## src/verilog/rvs_map.svh

```systemverilog
// Register offsets, field positions and reset values of the rail code bank
`ifndef RVS_MAP_SVH
`define RVS_MAP_SVH

`define RVS_OFS_SD6         8'h99
`define RVS_OFS_LR2         8'h9a
`define RVS_OFS_LR3         8'h9b
`define RVS_RD_UNMAPPED     8'h00

`define RVS_SD6_HI          7
`define RVS_SD6_LO          1
`define RVS_SD6_RSVD        0
`define RVS_SD6_RSVD_VAL    1'h0
`define RVS_SLP_HI          7
`define RVS_SLP_LO          4
`define RVS_NRM_HI          3
`define RVS_NRM_LO          0

`define RVS_SD6_W           7
`define RVS_LR_W            4
`define RVS_RAILS           3

`define RVS_RAIL_SD6        0
`define RVS_RAIL_LR2        1
`define RVS_RAIL_LR3        2

`define RVS_RST_SD6_V0      8'hbe
`define RVS_RST_SD6_V1      8'h8c
`define RVS_RST_SD6_V2      8'h70
`define RVS_RST_SD6_V3      8'h4c
`define RVS_RST_LR2_V0      8'hff
`define RVS_RST_LR2_V1      8'haa
`define RVS_RST_LR2_V2      8'haa
`define RVS_RST_LR2_V3      8'h00
`define RVS_RST_LR3_V0      8'haa
`define RVS_RST_LR3_V1      8'haa
`define RVS_RST_LR3_V2      8'haa
`define RVS_RST_LR3_V3      8'h00

`endif

```

## src/verilog/rvs_pkg.sv

```systemverilog
// Types and reset lookup shared by the rail code bank
package rvs_pkg;
`include "rvs_map.svh"

	typedef struct packed {
		logic [`RVS_RAILS-1:0]  sync1;
		logic [`RVS_RAILS-1:0]  sync2;
		logic [`RVS_RAILS-1:0]  sync3;
		logic [`RVS_RAILS-1:0]  sleep;
		logic [`RVS_SD6_W-1:0]  sd6_reg;
		logic [7:0]             lr2_reg;
		logic [7:0]             lr3_reg;
		logic [7:0]             rd_data;
		logic                   rd_valid;
	} rvs_top_s;

	// Variant index 0..3 picks one column of the reset table
	function automatic logic [7:0] rvs_rst_val(input int variant,
		input int rail);
		logic [7:0] v;
		v = 8'h00;
		case (rail)
			`RVS_RAIL_SD6:
				v = (variant == 0) ? `RVS_RST_SD6_V0 :
				    (variant == 1) ? `RVS_RST_SD6_V1 :
				    (variant == 2) ? `RVS_RST_SD6_V2 : `RVS_RST_SD6_V3;
			`RVS_RAIL_LR2:
				v = (variant == 0) ? `RVS_RST_LR2_V0 :
				    (variant == 1) ? `RVS_RST_LR2_V1 :
				    (variant == 2) ? `RVS_RST_LR2_V2 : `RVS_RST_LR2_V3;
			default:
				v = (variant == 0) ? `RVS_RST_LR3_V0 :
				    (variant == 1) ? `RVS_RST_LR3_V1 :
				    (variant == 2) ? `RVS_RST_LR3_V2 : `RVS_RST_LR3_V3;
		endcase
		return v;
	endfunction
endpackage

```

## src/verilog/rvs_rail_if.sv

```systemverilog
// Code pair and mode of one rail, passed to its code selector
`timescale 1ns/1ns
interface rvs_rail_if #(parameter int W = 4);
	logic [W-1:0] sleep_code;
	logic [W-1:0] normal_code;
	logic         sleep;
	logic [W-1:0] applied;

	modport ctrl (output sleep_code, output normal_code, output sleep,
		input applied);
	modport rail (input sleep_code, input normal_code, input sleep,
		output applied);
endinterface

```

## src/verilog/rvs_rail_sel.sv

```systemverilog
// Registered choice of sleep or normal code for one rail
`timescale 1ns/1ns
module rvs_rail_sel #(parameter int W = 4)
(
	// Clock and reset
	input wire logic ref_clk,
	input wire logic resetn,
	// Rail codes
	rvs_rail_if.rail rif
);
	typedef struct packed {
		logic [W-1:0] applied;
	} rvs_sel_s;

	rvs_sel_s sel_r;
	rvs_sel_s sel_nxt;

	always_comb
	begin
		sel_nxt = sel_r;
		sel_nxt.applied = rif.sleep ? rif.sleep_code : rif.normal_code; // RQ6
	end

	always_ff @(posedge ref_clk)
	begin
		if (!resetn)
			sel_r <= '0;
		else
			sel_r <= sel_nxt;
	end

	assign rif.applied = sel_r.applied;
endmodule

```

## src/verilog/rvs_regs.sv

```systemverilog
// Voltage code registers for step-down rail six and linear rails two, three
//
// Behaviour
// RQ1: Step-down six sleep code bits 7:1, bit0 zero
// RQ2: Linear two sleep code in bits 7:4
// RQ3: Linear two normal code in bits 3:0
// RQ4: Linear three sleep code in bits 7:4
// RQ5: Linear three normal code in bits 3:0
// RQ6: Apply sleep code in sleep; variant reset values
`timescale 1ns/1ns
module rvs_regs
	import rvs_pkg::*;
#(
	parameter int VARIANT = 0
)
(
	// Clock and reset
	input  wire logic                   ref_clk,
	input  wire logic                   resetn,
	// Register port of the host interface
	input  wire logic                   reg_wr_en,
	input  wire logic                   reg_rd_en,
	input  wire logic [7:0]             reg_addr,
	input  wire logic [7:0]             reg_wr_data,
	output wire logic [7:0]             reg_rd_data,
	output wire logic                   reg_rd_valid,
	// Sleep requests per rail, from pins
	input  wire logic [`RVS_RAILS-1:0]  sleep_req,
	// Normal code of step-down six, held elsewhere
	input  wire logic [`RVS_SD6_W-1:0]  stepdown6_normal_code,
	// Codes presented to the regulators
	output wire logic [`RVS_SD6_W-1:0]  stepdown6_code,
	output wire logic [`RVS_LR_W-1:0]   linreg2_code,
	output wire logic [`RVS_LR_W-1:0]   linreg3_code
);
	localparam logic [7:0] RST_SD6 = rvs_rst_val(VARIANT, `RVS_RAIL_SD6);
	localparam logic [7:0] RST_LR2 = rvs_rst_val(VARIANT, `RVS_RAIL_LR2);
	localparam logic [7:0] RST_LR3 = rvs_rst_val(VARIANT, `RVS_RAIL_LR3);

	localparam rvs_top_s RST_S = '{
		sync1:    '0,
		sync2:    '0,
		sync3:    '0,
		sleep:    '0,
		sd6_reg:  RST_SD6[`RVS_SD6_HI:`RVS_SD6_LO],
		lr2_reg:  RST_LR2,
		lr3_reg:  RST_LR3,
		rd_data:  '0,
		rd_valid: 1'h0
	};

	rvs_top_s s_r;
	rvs_top_s s_nxt;

	rvs_rail_if #(.W(`RVS_SD6_W)) sd6_if ();
	rvs_rail_if #(.W(`RVS_LR_W))  lr2_if ();
	rvs_rail_if #(.W(`RVS_LR_W))  lr3_if ();

	always_comb
	begin
		s_nxt = s_r;
		// Pins are asynchronous; a mode change is taken only when the
		// second and third stages agree, so a one-sample glitch never flips a rail
		s_nxt.sync1 = sleep_req;
		s_nxt.sync2 = s_r.sync1;
		s_nxt.sync3 = s_r.sync2;
		for (int i = 0; i < `RVS_RAILS; i++)
		begin
			if (s_r.sync2[i] == s_r.sync3[i])
				s_nxt.sleep[i] = s_r.sync3[i]; // RQ6
		end

		if (reg_wr_en)
		begin
			case (reg_addr)
				`RVS_OFS_SD6:
					s_nxt.sd6_reg = reg_wr_data[`RVS_SD6_HI:`RVS_SD6_LO]; // RQ1
				`RVS_OFS_LR2:
					s_nxt.lr2_reg = reg_wr_data; // RQ2 RQ3
				`RVS_OFS_LR3:
					s_nxt.lr3_reg = reg_wr_data; // RQ4 RQ5
				default:
					s_nxt.lr3_reg = s_r.lr3_reg;
			endcase
		end

		// Read returns the value held before a same-cycle write
		s_nxt.rd_valid = reg_rd_en;
		if (reg_rd_en)
		begin
			case (reg_addr)
				`RVS_OFS_SD6:
					s_nxt.rd_data = {s_r.sd6_reg, `RVS_SD6_RSVD_VAL}; // RQ1
				`RVS_OFS_LR2:
					s_nxt.rd_data = s_r.lr2_reg;
				`RVS_OFS_LR3:
					s_nxt.rd_data = s_r.lr3_reg;
				default:
					s_nxt.rd_data = `RVS_RD_UNMAPPED;
			endcase
		end
	end

	always_ff @(posedge ref_clk)
	begin
		if (!resetn)
			s_r <= RST_S; // RQ6
		else
			s_r <= s_nxt;
	end

	assign sd6_if.sleep_code  = s_r.sd6_reg;
	assign sd6_if.normal_code = stepdown6_normal_code;
	assign sd6_if.sleep       = s_r.sleep[`RVS_RAIL_SD6];
	assign lr2_if.sleep_code  = s_r.lr2_reg[`RVS_SLP_HI:`RVS_SLP_LO];
	assign lr2_if.normal_code = s_r.lr2_reg[`RVS_NRM_HI:`RVS_NRM_LO];
	assign lr2_if.sleep       = s_r.sleep[`RVS_RAIL_LR2];
	assign lr3_if.sleep_code  = s_r.lr3_reg[`RVS_SLP_HI:`RVS_SLP_LO];
	assign lr3_if.normal_code = s_r.lr3_reg[`RVS_NRM_HI:`RVS_NRM_LO];
	assign lr3_if.sleep       = s_r.sleep[`RVS_RAIL_LR3];

	rvs_rail_sel #(.W(`RVS_SD6_W)) u_sel_sd6 (
		.ref_clk (ref_clk),
		.resetn  (resetn),
		.rif     (sd6_if.rail)
	);

	rvs_rail_sel #(.W(`RVS_LR_W)) u_sel_lr2 (
		.ref_clk (ref_clk),
		.resetn  (resetn),
		.rif     (lr2_if.rail)
	);

	rvs_rail_sel #(.W(`RVS_LR_W)) u_sel_lr3 (
		.ref_clk (ref_clk),
		.resetn  (resetn),
		.rif     (lr3_if.rail)
	);

	assign stepdown6_code = sd6_if.applied;
	assign linreg2_code   = lr2_if.applied;
	assign linreg3_code   = lr3_if.applied;
	assign reg_rd_data    = s_r.rd_data;
	assign reg_rd_valid   = s_r.rd_valid;
endmodule

```

## config.mk

```make
export PLATFORM = sky130hd
export DESIGN_NAME = rvs_regs
export DESIGN_NICKNAME = d
export VERILOG_FILES = /design/src/verilog/rvs_pkg.sv /design/src/verilog/rvs_rail_if.sv /design/src/verilog/rvs_rail_sel.sv /design/src/verilog/rvs_regs.sv
export VERILOG_INCLUDE_DIRS = /design/src /design/src/verilog
export SDC_FILE = /design/constraint.sdc
export NUM_CORES = 1
export LEC_CHECK = 0
export BUFFER_PORTS_ARGS = -buffer_cell sky130_fd_sc_hd__buf_2
export CORE_UTILIZATION = 50
export CTS_BUF_LIST = sky130_fd_sc_hd__clkbuf_8
export DETAILED_ROUTE_END_ITERATION = 10
export PLACE_DENSITY = 0.74
export SYNTH_ARGS = -nofsm -noshare
export SYNTH_HDL_FRONTEND = slang
export SYNTH_SLANG_ARGS = --single-unit
```

## constraint.sdc

```tcl
create_clock -name ref_clk -period 1.4 [get_ports ref_clk]
set_clock_uncertainty 0.05 [all_clocks]
set_input_delay 0.14 -clock ref_clk [delete_from_list [all_inputs] [get_ports ref_clk]]
set_output_delay 0.14 -clock ref_clk [all_outputs]
set_load 0.02 [all_outputs]
```

# == Word-level counts from Yosys, hierarchy flattened ==
# Cells that the tools add are included.
# totals
register_bits,59
latchBits,0
ramBits,0
romBits,0
inputBits,30
wordCells,27
n_memories,0
# op_classes
add_sub_neg,0
n_mul,0
n_div,0
order_cmp,0
n_eq_ne,6
n_shift,0
n_mux,4
bitwise,0
reduce_logical,3
# ops
operator,count
8-bit equality test (second input constant),3
8-bit one-hot mux with 3 select lines,1
4-bit two-way mux,2
7-bit two-way mux,1
2-bit AND reduction,3
1-bit equality test,3

# == Logic depth before layout (Yosys ltp) ==
# depth
word_depth,2
depth_mapped,5
depth_no_buf,3

# == Cells and area by module ==
# A second synthesis with hierarchy kept.
# unflattened
hier_cells,245
area_unflattened_um2,2548.7
# modules_own_cells
mod,n_inst,cells_per_inst,area_per_inst_um2
rvs_regs,1,197,1970.6
rvs_rail_sel at u_sel_lr2 ...,2,13,156.4
rvs_rail_sel at u_sel_sd6,1,22,265.3

# == Worst setup path after synthesis ==
# No wires, ideal clock.
# synth_path
path_kind,input port to flip-flop
startpoint,in reg_addr[5]
endpoint,reg s_r (netlist bit lr2_if.normal_code[1])
setup_time_ns,0.120
arrival_ns,0.970
t_required_ns,1.230
path_slack_ns,0.260
stages,5
path_buffers,2
path_cell_list,and4bb_1 -> buf_6 -> and3_4 -> buf_6 -> o31a_1
# synth_via
elab_chain_len,2
# synth_rtl
item,line,text
start: declaration,rvs_regs.sv:23,"input wire logic [7:0] reg_addr,"
8-bit equality test,rvs_regs.sv:75,case (reg_addr)
2-bit AND reduction (no line),--,
end signal: assignment,rvs_regs.sv:109,s_r <= s_nxt;
end: declaration,rvs_regs.sv:52,rvs_top_s s_r;
# Every way passes these cells.
# A chain may end at the register's enable or synchronous reset.

# == Final worst setup path ==
# layout_path
startpoint,reg s_r (netlist bit sd6_if.sleep_code[1])
endpoint,reg s_r (netlist bit reg_rd_data[2])
# layout_via
elab_chain_len,1
# layout_rtl
item,line,text
8-bit one-hot mux with 3 select lines,rvs_regs.sv:91,case (reg_addr)
# Every way passes these cells.

==> results.txt <==
* Share of synthesized area spent on multiplexers: 16.0%
* End point of the most critical hold path: lr3_if.normal_code[0]
- Traced cell by cell, the critical path runs through mux2_2, a221oi_1, nor3_1.
- Synthesis handed over a netlist of 246 instances.
- Worst endpoint required time: 1560 ps
* Launch point of the worst hold path: reg_wr_data[0]
- Reg2Reg Depth: 3
- The detailed router finished its first iteration with 137 violations.
- The largest single stage delay on the critical path is 340 ps.
- Wire length of the first global-routing pass: 7920 microns
- Input/output buffers: 53
* Relative slew margins: 70.8%
- The path class of the tightest hold or removal check is input port to flop.
- By area, the combinational part of the netlist is dominated by simple AND/OR/NAND/NOR gates.
- For this design the static power due to leakage is 1.32 nW.
- In this run the critical register-to-register path is launched from sd6_if.sleep_code[1].
- Once the floorplan was initialized, standard cells occupied 51.9% of the core.
* Vias: 1867
- Tracing the worst setup path back leads to its startpoint at sd6_if.sleep_code[1].
- Entering global routing, the biggest net connects 26 pins.
- Critical R2R Capture: reg_rd_data[2]
* CTS root buf: clkbuf_8
- Post-synth net total: 276
* Worst-skew pair later-pin latency: 330 ps
* Startpoint-to-endpoint class of the critical path: flop to flop
- The via count of the first global-routing pass is 1615.
- Number of antenna violations at the first check in global routing: 0
- Sum of buffers and inverters on the critical path: 0
- The clock passes through at most 2 buffers.
* Mapped Avg Cell Area: 9.90 sq um
* DRC: 0
- HPWL after detailed placement: 3440 microns
- Core Area: 4690 sq um
- In this design, the largest share of critical-path delay is due to flip-flops.
- Adder-cell area share of the yosys netlist: 0%
* Power per standard cell area: 1160 nW/um^2
* Unrepaired setup endpoints after global routing: no
- VDD IR max: 0.000589 V
- Kind of end point of the critical path: flop
- Top-Level Pins: 54
- Setup Total Neg Slack: 0 ps
- Cell depth of the worst hold path: 3
* Number of synthesized register bits: 59
- Chip height: 71.8 microns
- Number of buffers inserted during clock tree synthesis: 9
- Global routing finished with a remaining overflow of 0.
- Total Routing Usage GR: 20.5%
- Sum of routed wire length over all layers: 5010 microns
* Slowest stage cell, crit path: dfxtp_1
- Final critical path time including I/O delays and setup: 1110 ps
* Clock-pin transition on the worst setup and hold timing paths: 70 ps
- Number of warnings issued by yosys: 0
- The floorplan step set the die width to 71.8 microns.
* Synth Flop Type: dfxtp_1
* Status: completed
- Number of nets still failing antenna checks after routing: 0
* Detailed-route wire length per cell: 13.8 microns
- The worst path uses 79.3% of the clock period.
* Count of unique library cells instantiated by Yosys: 30
* Max FO, Critical Path: 3
- STA classifies the critical path startpoint as a flop.
- The tool flagged a number of max-cap violations equal to 0.
- Sequential cells were found to cover 48.5% of the synthesized design area.
- The number of max-slew violations in the final report was 0.
- The repair_antennas step left the layout with diodes totalling 0.
- The post-route netlist has 28.5% of its cells at a drive strength greater than 1.
* Num Clock Sinks: 59
- Total setup violations reported at the end of the flow: 0
- The die covers 5160 sq um.
- Area growth syn-to-layout: 22.2%
- For this run, the detailed router's first-pass iteration total came to 5.
- Count of flip-flops with a built-in enable after synthesis: 0
- At the pin with the least slew margin, the transition time is 437 ps.
- Summing the areas of all and, or, nand and nor instances in the mapped netlist gives 18.7% of the synthesized area.
* Rows: 25
- Drt via density: 5.14
- The H-tree generated during clock tree synthesis spans 3 levels.
* FF-to-FF setup slack: 290 ps
- Nets: 334
- Share of flip-flops with an asynchronous set or reset after synthesis: 0%
* Hold Vio Cnt, Final: 0
- The congestion estimate from routability-driven global placement came to 0.793.
* CTS tree: yes
- Worst EP arrival: 1270 ps
- The synthesized netlist devotes 8.83% of its cell area to compound gates.
- Buffers added to address setup during post-CTS repair amount to 0.
- Fraction of synthesized cell area in xor and xnor cells: 0%
* Fillers: 393
- FMAX: 0.901 GHz
- The mapped netlist covers 2440 sq um.
* Worst slack on hold paths: 22.4 ps
==> flip-flops by register name (all words and copies together) (netlist names) <==
register and count:
reg_rd_data 8, sd6_if.sleep_code 7, u_sel_sd6.rif.applied 7, s_nxt 6, lr2_if.normal_code 4, lr2_if.sleep_code 4, lr3_if.normal_code 4, lr3_if.sleep_code 4
s_r 4, u_sel_lr2.rif.applied 4, u_sel_lr3.rif.applied 4, lr2_if.sleep 1, lr3_if.sleep 1, reg_rd_valid 1
==> layout make-up <==
cell class | instances | area, sq um | share of cell area, %
clock inverters | 6 | 50.0 | 1.68
multi-input cells | 154 | 1060 | 35.7
flip-flops and latches | 59 | 1180 | 39.7
repair buffers | 76 | 463 | 15.6
clock buffers | 10 | 138 | 4.62
inverters | 4 | 15.0 | 0.504
well taps | 54 | 67.6 | 2.27
==> worst min-delay path, cell delays in order <==
cell	delay, ps
buf_2	110
nand2_1	50
mux2i_1	50
==> Yosys cell counts, types with 2 or more instances <==
cell	number	area (sq um)
dfxtp_1	59	1180
mux2i_1	30	300
nor2_1	26	97.6
nor2b_1	15	93.8
nand2_1	13	48.8
and2_1	10	62.6
buf_4	10	75.1
nand4_1	9	56.3
mux2_2	8	90.1
a221oi_1	7	61.3
a31oi_1	7	43.8
clkbuf_1	7	26.3
nor3_1	7	35.0
o31a_1	6	52.6
buf_2	5	25.0
a21oi_1	4	20.0
buf_6	3	33.8
inv_1	3	11.3
o21ai_0	3	15.0
buf_1	2	7.51
clkbuf_2	2	10.0
o211ai_1	2	15.0
==> how the worst max path moves through the flow <==
stage                                       end  slack [ps]  depth (start not counted)
after floorplan           lr2_if.normal_code[1]         260                          5
after global placement     lr3_if.sleep_code[1]         100                          5
after detailed placement  lr3_if.normal_code[1]          90                          5
after CTS                        reg_rd_data[2]         280                          3
after global routing             reg_rd_data[5]         200                          3
final                            reg_rd_data[2]         290                          3
==> power by group <==
| part | leakage [nW] | internal [mW] | switching [mW] | total [mW] |
|---|---|---|---|---|
| Combinational | 0.728 | 0.125 | 0.147 | 0.272 |
| Clock | 0.111 | 0.841 | 0.618 | 1.46 |
| Sequential | 0.482 | 1.71 | 0.00916 | 1.72 |
==> metal layers <==
layer,GRT usage [%],wire [microns],up-vias,part of all wire (%)
met5,0,0,-,0
met4,11.1,101,0,2.0
met3,5.06,359,10,7.2
met2,27.4,2080,75,42
met1,30.0,2470,821,49
li1,-,-,961,-
==> per-stage QoR <==
step	total power, mW	area, sq um	setup WS, ps	instances	utilization [%]
after floorplan	1.91	2440	260	246	-
after global placement	2.01	2690	98.0	337	57.3
after detailed placement	2.01	2690	86.8	337	57.3
after CTS	3.48	2980	285	363	63.4
after global routing	3.58	2980	200	363	63.4
final	3.45	2980	290	363	63.4
==> cells in the final DEF, fill, tap and decap left out <==
cell type,instances
a31oi_1,7
nand4_1,9
nand4_2,1
mux2i_1,30
nor3_1,7
nor2b_1,15
dlygate4sd3_1,10
a221oi_1,7
o31a_1,6
clkinv_2,1
and3_4,1
o211ai_1,2
and4_1,1
and2_1,10
clkinv_1,1
clkbuf_8,10
inv_1,7
dfxtp_1,59
nand2_1,13
o21a_1,1
buf_2,53
bufinv_16,1
mux2_2,8
o21ai_0,3
and4bb_1,1
buf_4,13
and3b_1,1
a21oi_1,4
nand4b_1,1
nor2_1,26
==> repair_timing <==
action                                 in CTS  in global routing
hold buffers                               10                  0
endpoints found under the hold margin      10                  0
gates resized for setup                     0                  0
==> cell families (layout without fill, tap and decap cells) <==
family / after synthesis / count (layout)
buffers and inverters: 33 / 96
DFF: 59 / 59
muxes: 38 / 38
AOI/OAI and AO/OA: 30 / 30
and+or+nand+nor: 86 / 86
Power figures use the tool's default switching activity.
